===== src/design/qrw_pkg.sv =====
package qrw_pkg;
    // read command codes on the serial link
    localparam logic [7:0] CMD_FAST_QUAD  = 8'hEB;
    localparam logic [7:0] CMD_WORD_QUAD  = 8'hE7;
    localparam logic [7:0] CMD_OCTAL_QUAD = 8'hE3;

    // link clocks spent in each phase
    localparam logic [3:0] CMD_CLKS       = 4'h8;
    localparam logic [3:0] ADDR_CLKS      = 4'h6;
    localparam logic [3:0] MODE_CLKS      = 4'h2;
    localparam logic [3:0] DUMMY_FAST     = 4'h4;
    localparam logic [3:0] DUMMY_WORD     = 4'h2;
    localparam logic [3:0] DUMMY_OCTAL    = 4'h0;

    // continuous read select pair value that skips the instruction
    localparam logic [1:0] CONT_SELECT    = 2'h2;

    // wrap setting: bit 2 disables, bits 1:0 pick the length
    localparam logic [2:0] WRAP_RESET     = 3'h4;
    localparam int         WRAP_DIS_BIT   = 2;
    localparam logic [7:0] WRAP_MIN_BYTES = 8'h08;

    localparam int         ADDR_W         = 24;

    typedef enum logic [2:0] {
        ST_IDLE   = 3'b000,
        ST_CMD    = 3'b001,
        ST_ADDR   = 3'b010,
        ST_MODE   = 3'b011,
        ST_DUMMY  = 3'b100,
        ST_DATA   = 3'b101,
        ST_IGNORE = 3'b110
    } qrw_state_t;

    typedef enum logic [1:0] {
        KIND_FAST  = 2'b00,
        KIND_WORD  = 2'b01,
        KIND_OCTAL = 2'b10
    } qrw_kind_t;
endpackage : qrw_pkg


===== src/design/qrw_wrap_if.sv =====
`timescale 1ns/100ps
interface qrw_wrap_if;
    import qrw_pkg::*;
    logic [ADDR_W-1:0] addr;
    logic [2:0]        setting;
    logic              apply;
    logic [ADDR_W-1:0] next;
    logic [7:0]        mask;

    modport ctl  (output addr, output setting, output apply,
                  input  next, input  mask);
    modport unit (input  addr, input  setting, input  apply,
                  output next, output mask);
endinterface : qrw_wrap_if


===== src/design/qrw_wrap_unit.sv =====
`timescale 1ns/100ps
module qrw_wrap_unit (
    qrw_wrap_if.unit w
);
    import qrw_pkg::*;

    logic [ADDR_W-1:0] inc;
    logic [7:0]        low;

    // next read address: plain increment, or stay inside the section
    always_comb begin
        w.mask = (WRAP_MIN_BYTES << w.setting[1:0]) - 8'h01;
        inc    = w.addr + 24'h000001;
        // bits above the mask are kept, so the section never leaves
        // its aligned slot inside the page
        low    = (w.addr[7:0] & ~w.mask) | (inc[7:0] & w.mask);
        if (w.apply) begin
            w.next = {w.addr[ADDR_W-1:8], low};
        end else begin
            w.next = inc;
        end
    end
endmodule : qrw_wrap_unit


===== src/design/qrw_read_seq.sv =====
`timescale 1ns/100ps
module qrw_read_seq (
    input  wire logic                       i_clk,
    input  wire logic                       i_reset_n,
    input  wire logic                       i_cs_n,
    input  wire logic                       i_sclk,
    input  wire logic [3:0]                 i_quad_line,
    output logic      [3:0]                 o_quad_line,
    output logic      [3:0]                 o_quad_line_oe,
    input  wire logic                       i_quad_io_enable_bit,
    input  wire logic                       i_wrap_load,
    input  wire logic [2:0]                 i_wrap_setting,
    output logic      [qrw_pkg::ADDR_W-1:0] o_rd_addr,
    input  wire logic [7:0]                 i_rd_data,
    output logic                            o_cont_mode,
    output logic                            o_read_active
);
    import qrw_pkg::*;

    logic [5:0]        sync1_q;
    logic [5:0]        sync2_q;
    logic              sclk_prev_q;
    logic [3:0]        io;
    logic              sclk;
    logic              cs_hi;
    logic              rise;
    logic              fall;

    qrw_state_t        state_q, state_d;
    qrw_kind_t         kind_q, kind_d;
    logic [3:0]        cnt_q, cnt_d;
    logic [7:0]        cmd_q, cmd_d;
    logic [ADDR_W-1:0] addr_q, addr_d;
    logic [7:0]        mode_q, mode_d;
    logic              cont_q, cont_d;
    logic [2:0]        wrap_q, wrap_d;
    logic [3:0]        out_q, out_d;
    logic [3:0]        lo_q, lo_d;
    logic              nib_q, nib_d;
    logic              oe_q, oe_d;
    logic              adv;

    qrw_wrap_if        wrap_bus ();

    // dummy clocks owed by each read kind
    function automatic logic [3:0] dummy_of(input qrw_kind_t k);
        case (k)
            KIND_FAST:  dummy_of = DUMMY_FAST;
            KIND_WORD:  dummy_of = DUMMY_WORD;
            KIND_OCTAL: dummy_of = DUMMY_OCTAL;
            default:    dummy_of = DUMMY_FAST;
        endcase
    endfunction : dummy_of

    // the link pins are asynchronous to i_clk: two stages each,
    // clock and data share the same latency so sampling stays aligned
    always_ff @(posedge i_clk) begin
        if (!i_reset_n) begin
            // idle pin levels: cs high, clock low, so no false edge
            sync1_q     <= 6'h20;
            sync2_q     <= 6'h20;
            sclk_prev_q <= 1'b0;
        end else begin
            sync1_q     <= {i_cs_n, i_sclk, i_quad_line};
            sync2_q     <= sync1_q;
            sclk_prev_q <= sync2_q[4];
        end
    end

    // edges of the sampled link clock
    assign io    = sync2_q[3:0];
    assign sclk  = sync2_q[4];
    assign cs_hi = sync2_q[5];
    assign rise  = sclk & ~sclk_prev_q;
    assign fall  = ~sclk & sclk_prev_q;

    // address advance: taken when the low nibble goes out
    assign adv = (state_q == ST_DATA) && fall && nib_q && !cs_hi;

    // wrap applies to fast and word quad reads, never to octal word
    assign wrap_bus.addr    = addr_q;
    assign wrap_bus.setting = wrap_q;
    assign wrap_bus.apply   = !wrap_q[WRAP_DIS_BIT] &&
                              (kind_q != KIND_OCTAL);

    qrw_wrap_unit u_wrap (
        .w (wrap_bus.unit)
    );

    // transaction sequencer: next values
    always_comb begin
        logic [7:0] cmd_full;
        cmd_full = {cmd_q[6:0], io[0]};
        state_d  = state_q;
        kind_d   = kind_q;
        cnt_d    = cnt_q;
        cmd_d    = cmd_q;
        addr_d   = addr_q;
        mode_d   = mode_q;
        cont_d   = cont_q;
        wrap_d   = wrap_q;
        out_d    = out_q;
        lo_d     = lo_q;
        nib_d    = nib_q;
        oe_d     = oe_q;
        if (cs_hi) begin
            // cs high ends any read, including a wrapping burst
            state_d = ST_IDLE;
            oe_d    = 1'b0;
            nib_d   = 1'b0;
            cnt_d   = 4'h0;
        end else begin
            case (state_q)
                ST_IDLE: begin
                    cnt_d = 4'h0;
                    if (cont_q && i_quad_io_enable_bit) begin
                        state_d = ST_ADDR;
                    end else begin
                        state_d = ST_CMD;
                    end
                end
                ST_CMD: begin
                    if (rise) begin
                        cmd_d = cmd_full;
                        cnt_d = cnt_q + 4'h1;
                        if (cnt_q == CMD_CLKS - 4'h1) begin
                            cnt_d   = 4'h0;
                            // unknown codes, a plain all-ones byte
                            // included, are left to other logic
                            state_d = ST_IGNORE;
                            if (i_quad_io_enable_bit) begin
                                case (cmd_full)
                                    CMD_FAST_QUAD: begin
                                        kind_d  = KIND_FAST;
                                        state_d = ST_ADDR;
                                    end
                                    CMD_WORD_QUAD: begin
                                        kind_d  = KIND_WORD;
                                        state_d = ST_ADDR;
                                    end
                                    CMD_OCTAL_QUAD: begin
                                        kind_d  = KIND_OCTAL;
                                        state_d = ST_ADDR;
                                    end
                                    default: state_d = ST_IGNORE;
                                endcase
                            end
                        end
                    end
                end
                ST_ADDR: begin
                    if (rise) begin
                        // address taken as given: alignment is the
                        // host's duty, low bits are not forced
                        addr_d = {addr_q[ADDR_W-5:0], io};
                        cnt_d  = cnt_q + 4'h1;
                        if (cnt_q == ADDR_CLKS - 4'h1) begin
                            cnt_d   = 4'h0;
                            state_d = ST_MODE;
                        end
                    end
                end
                ST_MODE: begin
                    if (rise) begin
                        mode_d = {mode_q[3:0], io};
                        cnt_d  = cnt_q + 4'h1;
                        if (cnt_q == MODE_CLKS - 4'h1) begin
                            cnt_d  = 4'h0;
                            // only bits 5:4 matter; an all-ones reset
                            // byte on line 0 forces bit 4 high and so
                            // leaves continuous mode by itself
                            cont_d = (mode_q[1:0] == CONT_SELECT);
                            if (dummy_of(kind_q) == 4'h0) begin
                                state_d = ST_DATA;
                            end else begin
                                state_d = ST_DUMMY;
                            end
                        end
                    end
                end
                ST_DUMMY: begin
                    if (rise) begin
                        cnt_d = cnt_q + 4'h1;
                        if (cnt_q == dummy_of(kind_q) - 4'h1) begin
                            cnt_d   = 4'h0;
                            state_d = ST_DATA;
                        end
                    end
                end
                ST_DATA: begin
                    // lines driven only from the first data falling
                    // edge, after the host has let go of them
                    if (fall && !nib_q) begin
                        out_d = i_rd_data[7:4];
                        lo_d  = i_rd_data[3:0];
                        nib_d = 1'b1;
                        oe_d  = 1'b1;
                    end else if (adv) begin
                        out_d  = lo_q;
                        nib_d  = 1'b0;
                        addr_d = wrap_bus.next;
                    end
                end
                ST_IGNORE: state_d = ST_IGNORE;
                default:   state_d = ST_IDLE;
            endcase
        end
        // newest wrap setting overrides, even mid-transaction
        if (i_wrap_load) begin
            wrap_d = i_wrap_setting;
        end
    end

    // transaction sequencer: registers
    always_ff @(posedge i_clk) begin
        if (!i_reset_n) begin
            state_q <= ST_IDLE;
            kind_q  <= KIND_FAST;
            cnt_q   <= 4'h0;
            cmd_q   <= 8'h00;
            addr_q  <= 24'h000000;
            mode_q  <= 8'h00;
            cont_q  <= 1'b0;
            wrap_q  <= WRAP_RESET;
            out_q   <= 4'h0;
            lo_q    <= 4'h0;
            nib_q   <= 1'b0;
            oe_q    <= 1'b0;
        end else begin
            state_q <= state_d;
            kind_q  <= kind_d;
            cnt_q   <= cnt_d;
            cmd_q   <= cmd_d;
            addr_q  <= addr_d;
            mode_q  <= mode_d;
            cont_q  <= cont_d;
            wrap_q  <= wrap_d;
            out_q   <= out_d;
            lo_q    <= lo_d;
            nib_q   <= nib_d;
            oe_q    <= oe_d;
        end
    end

    // outputs straight from registers, except o_read_active, decoded from state_q
    assign o_quad_line    = out_q;
    assign o_quad_line_oe = {4{oe_q}};
    assign o_rd_addr      = addr_q;
    assign o_cont_mode    = cont_q;
    assign o_read_active  = (state_q == ST_DATA);

    // helper logic for the checks below
    logic [3:0]        dummy_seen_q;
    logic              sel_now;
    logic              cont_go;
    logic [3:0]        rd_hi;
    logic [ADDR_W-1:0] sect_base;

    assign sel_now   = (mode_q[1:0] == CONT_SELECT);
    assign cont_go   = cont_q && i_quad_io_enable_bit;
    assign rd_hi     = i_rd_data[7:4];
    assign sect_base = {addr_q[ADDR_W-1:8], addr_q[7:0] & ~wrap_bus.mask};

    // counts link rising edges spent in the dummy phase
    always_ff @(posedge i_clk) begin
        if (!i_reset_n || state_q == ST_IDLE) begin
            dummy_seen_q <= 4'h0;
        end else if (rise && state_q == ST_DUMMY) begin
            dummy_seen_q <= dummy_seen_q + 4'h1;
        end
    end
endmodule : qrw_read_seq


===== config.mk =====
export PLATFORM = sky130hd
export DESIGN_NAME = qrw_read_seq
export DESIGN_NICKNAME = d
export VERILOG_FILES = /design/src/design/qrw_pkg.sv /design/src/design/qrw_wrap_if.sv /design/src/design/qrw_wrap_unit.sv /design/src/design/qrw_read_seq.sv
export SDC_FILE = /design/constraint.sdc
export NUM_CORES = 1
export LEC_CHECK = 0
export BUFFER_PORTS_ARGS = -buffer_cell sky130_fd_sc_hd__buf_2
export CAP_MARGIN = 20
export CORE_MARGIN = 5
export CORE_UTILIZATION = 50
export DETAILED_ROUTE_END_ITERATION = 10
export PLACE_DENSITY = 0.82
export SYNTH_ARGS = -nofsm -noshare
export SYNTH_HDL_FRONTEND = slang
export SYNTH_SLANG_ARGS = --single-unit

===== constraint.sdc =====
create_clock -name i_clk -period 6.75 [get_ports i_clk]
set_input_delay 2.025 -clock i_clk [delete_from_list [all_inputs] [get_ports i_clk]]
set_output_delay 2.025 -clock i_clk [all_outputs]
set_load 0.1 [all_outputs]

Word level (Yosys, flattened, before mapping)
Cells that the tools add are included.
Cells by class
  add/subtract/negate cells: 4
  $mul: 0
  div/mod/pow operators: 0
  $lt $le $gt $ge: 0
  equal/unequal tests: 28
  shift-type cells: 1
  muxes and demuxes: 40
  bitwise operators: 11
  reduce and logical (&&, ||, !) cells: 29
Operators with widths (number)
  two-way mux 24 bit: 4
  two-way mux 4 bit: 17
  case mux 24 bit (2 select lines): 1
  two-way mux 3 bit: 10
  adder 24 x 1 -> 24 bit, second input constant: 1
  == test 8 bit, second input constant: 3
  inequality test 2 bit, second input constant: 11
  case mux 3 bit (7 select lines): 1
  case mux 4 bit (5 select lines): 1
  bitwise AND 8 bit: 2
  AND reduction 3 bit: 4
  AND reduction 6 bit: 2
  AND reduction 5 bit: 2
  == test 3 bit, second input constant: 3
  AND reduction 9 bit: 1
  == test 4 x 3 -> 1 bit, second input constant: 2
  inverter 8 bit: 1
  OR 8 bit: 1
  left shift 4 x 2 -> 8 bit, first input constant: 1
  subtractor 8 x 1 -> 8 bit, second input constant: 1
  == test 3 x 2 -> 1 bit, second input constant: 2
  logical AND 1 bit: 6
  case mux 2 bit (3 select lines): 1
  case mux 3 bit (2 select lines): 1
  other kinds (22): 34
Storage, ports and cells
  register bits: 69
  latch bits: 0
  RAM bits: 0
  ROM bits: 0
  input bits: 21
  memories: 0

Longest topological paths before layout
  depth after elaboration: 11
  depth in mapped cells: 8
  mapped depth without buffers: 8

Modules after synthesis
From an unflattened synthesis, not the netlist that was laid out.
Second synthesis, totals
  cells, all modules: 451
  area, all modules: 3651.0 um^2
By module, submodules not included
  qrw_read_seq: instances 1, cells each 364, area each 3044.2 um^2, seq. area each 1381.3 um^2
  qrw_wrap_unit: instances 1, cells each 87, area each 606.8 um^2, seq. area each 0.0 um^2

Worst setup path after synthesis
No wires, ideal clock.
  path kind: reg2out
  start point: reg state_q[1]
  end point: out o_read_active
  arrival: 1313 ps
  path slack: 3412 ps
  cell stages (with the launch flop): 3
  buffers on the path: 0
  path through: dfxtp_1 nand3b_1 inv_1
On the way
  longest elaborated chain between the ends: 1
RTL lines
  start: declaration: line qrw_read_seq.sv:29  | qrw_state_t state_q, state_d;
  start signal: assignment: line qrw_read_seq.sv:230  | state_q <= state_d;
  == test 3 bit: line qrw_read_seq.sv:250  | assign o_read_active = (state_q == ST_DATA);
  end: declaration: line qrw_read_seq.sv:16  | output logic o_read_active
Every way passes these cells.

Worst setup path after layout
  start point: reg state_q[0]
  end point: out o_read_active
Same word-level chain as after synthesis.

==> qor.json <==
{
  "pin_count": 55,
  "chipWidth_um": 94.9,
  "finalPower_mw": 0.750,
  "clock.fmax_ghz": 0.242,
  "stdcell_area_sq_mm": 0.00407,
  "setup_viol": 0,
  "post_cts_resized": 0,
  "report.final.slew_viol_count": 0,
  "synth_warn": 0,
  "final_sum_of_negative_setup_slack_ps": 0,
  "cts-root-buf": "sky130_fd_sc_hd__clkbuf_8",
  "routed-via-count": 3516,
  "synthArstFlopShare": 0,
  "outcome": "finished clean",
  "area_growth_syn_to_layout_pct": 12.9,
  "ff2ff_setup_slack_ps": 3470,
  "cts_max_path_buffers": 2,
  "largest_clock_skew_in_the_final_design_ps": 15.2,
  "vdd.ir_drop.worst_uv": 142,
  "wirelength_mm": 9.05,
  "mostFrequentLayoutCell": "sky130_fd_sc_hd__dfxtp_1",
  "post_dp_cell_area_sq_mm": 0.00388,
  "finalCriticalPeriod_ps": 4130,
  "whs_ps": 413,
  "floorplan.rows": 31,
  "rr_endpoint": "o_rd_addr[20]",
  "hold_class": "flip-flop to flip-flop",
  "pwr_density_cell_mw_per_mm2": 184,
  "cts_buffers": 9,
  "cts.sink_count": 69,
  "grt_first_pass_wirelength_mm": 15.1,
  "vias_per_cell": 5.91,
  "initial_core_util": 0.505,
  "synth_edf_count": 0,
  "post_synthesis_cells": 453,
  "worst_slew_pin_slew_ps": 989,
  "postRouteAntennaNets": 0,
  "p_leak_nw": 1.61,
  "synth.ff_latch_count": 69,
  "post-route-util": 0.570,
  "global_route.overflow_total": 0,
  "worst-setup-path-type": "flip-flop to primary output",
  "postCtsSetupBuffers": 0,
  "post_synth.cell_area_avg_sq_um": 7.95,
  "timing.critical_path.fanout_max": 36,
  "r2r_cells": 6,
  "worstPathRequired_ps": 4720,
  "endpoint": "o_read_active",
  "htree_num_levels": 3,
  "cts_hold_buf": 0,
  "die_area_sq_mm": 0.00901,
  "num_antenna_cells": 0,
  "timing.final.crit_share": 0.611,
  "post-route-drc-count": 0,
  "timing.critical_path.from_type": "flip-flop",
  "timing_hold_violations_final": 0,
  "grt_start_max_net_pins": 37,
  "grtUsageTotal": 0.208,
  "max_cap_violations": 0,
  "wl_per_cell_um": 15.2,
  "most-common-layout-cells": "sky130_fd_sc_hd__dfxtp_1, sky130_fd_sc_hd__buf_2, sky130_fd_sc_hd__nand2_1, sky130_fd_sc_hd__nor2_1, sky130_fd_sc_hd__a21oi_1",
  "cp.arrival_ps": 2100,
  "detailedRoute.firstPassIterationCount": 5,
  "dp_hpwl_mm": 6.36,
  "synth_sequential_area_ratio": 0.383,
  "cp-startpoint": "state_q[0]",
  "layout-drive-gt1-share": 0.157,
  "path_clk_slew_ps": 90,
  "die_h_um": 94.9,
  "grt_pass1_vias": 3276,
  "syn-num-nets": 478,
  "synth_flop_cell": "sky130_fd_sc_hd__dfxtp_1",
  "core_box_area_sq_mm": 0.00714,
  "grt_setup_unrepaired": "false",
  "timing.critical_path.to_type": "primary output",
  "cts_tree": "yes",
  "clkLatencyLatePin_ps": 360,
  "r2r-start": "state_q[0]",
  "synthDistinctLibCells": 58,
  "worst_slew_margin_rel": 0.341,
  "port-buffer-count": 54,
  "place.gp.congestion": 0.922,
  "layout.nets": 516,
  "netlist_area_sq_mm": 0.00360,
  "num-fill-cells": 670,
  "antenna_found_initial": 0,
  "drt_iter0_drc": 369
}
how the worst min path moves through the flow:
stage	slack, ps	end	start	cells after the start
2_1_floorplan	390	sync2_q[5]	sync1_q[5]	1
3_3_place_gp	400	sync2_q[5]	sync1_q[5]	1
3_5_place_dp	390	sync2_q[5]	sync1_q[5]	1
4_1_cts	410	sync2_q[5]	sync1_q[5]	1
5_1_grt	450	sync2_q[4]	sync1_q[4]	1
6_report	410	sync2_q[5]	sync1_q[5]	1
metal layers:
metal  GRT usage  up-vias  part of all wire  routed length, um
li1            -     1714                 -                  -
met3      0.0542       22             0.081                737
met4       0.106        0             0.024                214
met2       0.308      154              0.45               4100
met5           0        -                 0                  0
met1       0.279     1626              0.44               4000
report_power, final:
part	internal [mW]	switching, mW	total [mW]
Combinational	0.0115	0.0150	0.0265
Sequential	0.411	0.00367	0.415
Clock	0.138	0.171	0.309
worst max-delay path: stages (launching register included):
cell	delay [ps]
sky130_fd_sc_hd__dfxtp_1	610
sky130_fd_sc_hd__nand3b_1	130
sky130_fd_sc_hd__buf_4	270
sky130_fd_sc_hd__inv_1	250
sky130_fd_sc_hd__buf_2	480
state kept, by name, summed over array words and instances (netlist names), named ones only:
name              flops
kind_q                2
oe_q                  1
o_cont_mode           1
sclk_prev_q           1
o_rd_addr            19
sync2_q               6
cnt_q                 4
o_quad_line           4
sync1_q               6
wrap_bus.setting      3
lo_q                  4
mode_q                2
state_q               3
nib_q                 1
cmd_q                 7
per-stage QoR:
step | worst slack, ps | instances
2_1_floorplan | 3410 | 453
3_3_place_gp | 2940 | 578
3_5_place_dp | 2880 | 578
4_1_cts | 2660 | 594
5_1_grt | 2540 | 595
6_report | 2620 | 595
cell usage after synthesis, types with 4 or more instances:
| cell | count | area share |
|---|---|---|
| sky130_fd_sc_hd__and2_1 | 15 | 0.026 |
| sky130_fd_sc_hd__a21o_1 | 4 | 0.0083 |
| sky130_fd_sc_hd__a21oi_1 | 35 | 0.049 |
| sky130_fd_sc_hd__a32o_1 | 6 | 0.017 |
| sky130_fd_sc_hd__nand2b_1 | 8 | 0.014 |
| sky130_fd_sc_hd__o311ai_0 | 4 | 0.0097 |
| sky130_fd_sc_hd__nand4_1 | 4 | 0.0069 |
| sky130_fd_sc_hd__a211oi_1 | 7 | 0.015 |
| sky130_fd_sc_hd__nand3_1 | 15 | 0.021 |
| sky130_fd_sc_hd__mux2i_1 | 18 | 0.050 |
| sky130_fd_sc_hd__inv_1 | 14 | 0.015 |
| sky130_fd_sc_hd__dfxtp_1 | 69 | 0.38 |
| sky130_fd_sc_hd__nor2b_1 | 7 | 0.012 |
| sky130_fd_sc_hd__o31ai_1 | 6 | 0.012 |
| sky130_fd_sc_hd__nand2_1 | 50 | 0.052 |
| sky130_fd_sc_hd__ha_1 | 4 | 0.014 |
| sky130_fd_sc_hd__nor3_1 | 22 | 0.031 |
| sky130_fd_sc_hd__buf_4 | 4 | 0.0083 |
| sky130_fd_sc_hd__a22oi_1 | 5 | 0.010 |
| sky130_fd_sc_hd__and3_1 | 7 | 0.012 |
| sky130_fd_sc_hd__o22ai_1 | 5 | 0.0087 |
| sky130_fd_sc_hd__nor2_1 | 41 | 0.043 |
| sky130_fd_sc_hd__clkbuf_1 | 24 | 0.025 |
| sky130_fd_sc_hd__o21ai_0 | 25 | 0.035 |
area by class of cell:
| class | instances | area (sq um) | area share |
|---|---|---|---|
| repair buffers | 57 | 293 | 0.0720 |
| clock buffers | 9 | 124 | 0.0305 |
| inverters | 14 | 52.6 | 0.0129 |
| multi-input cells | 340 | 2030 | 0.500 |
| well taps | 99 | 124 | 0.0305 |
| flip-flops and latches | 69 | 1380 | 0.340 |
| clock inverters | 7 | 58.8 | 0.0145 |
logic make-up after synthesis:
logic type,after synthesis,share of synthesized area
buffers and inverters,44,0.0521
DFF,69,0.383
and+or+nand+nor,196,0.279
AOI/OAI and AO/OA,116,0.207
xor gates and xnor gates,5,0.0122
adders and majority gates,5,0.0167
muxes,18,0.0500
Note: power is estimated with default switching activity, not from simulation.
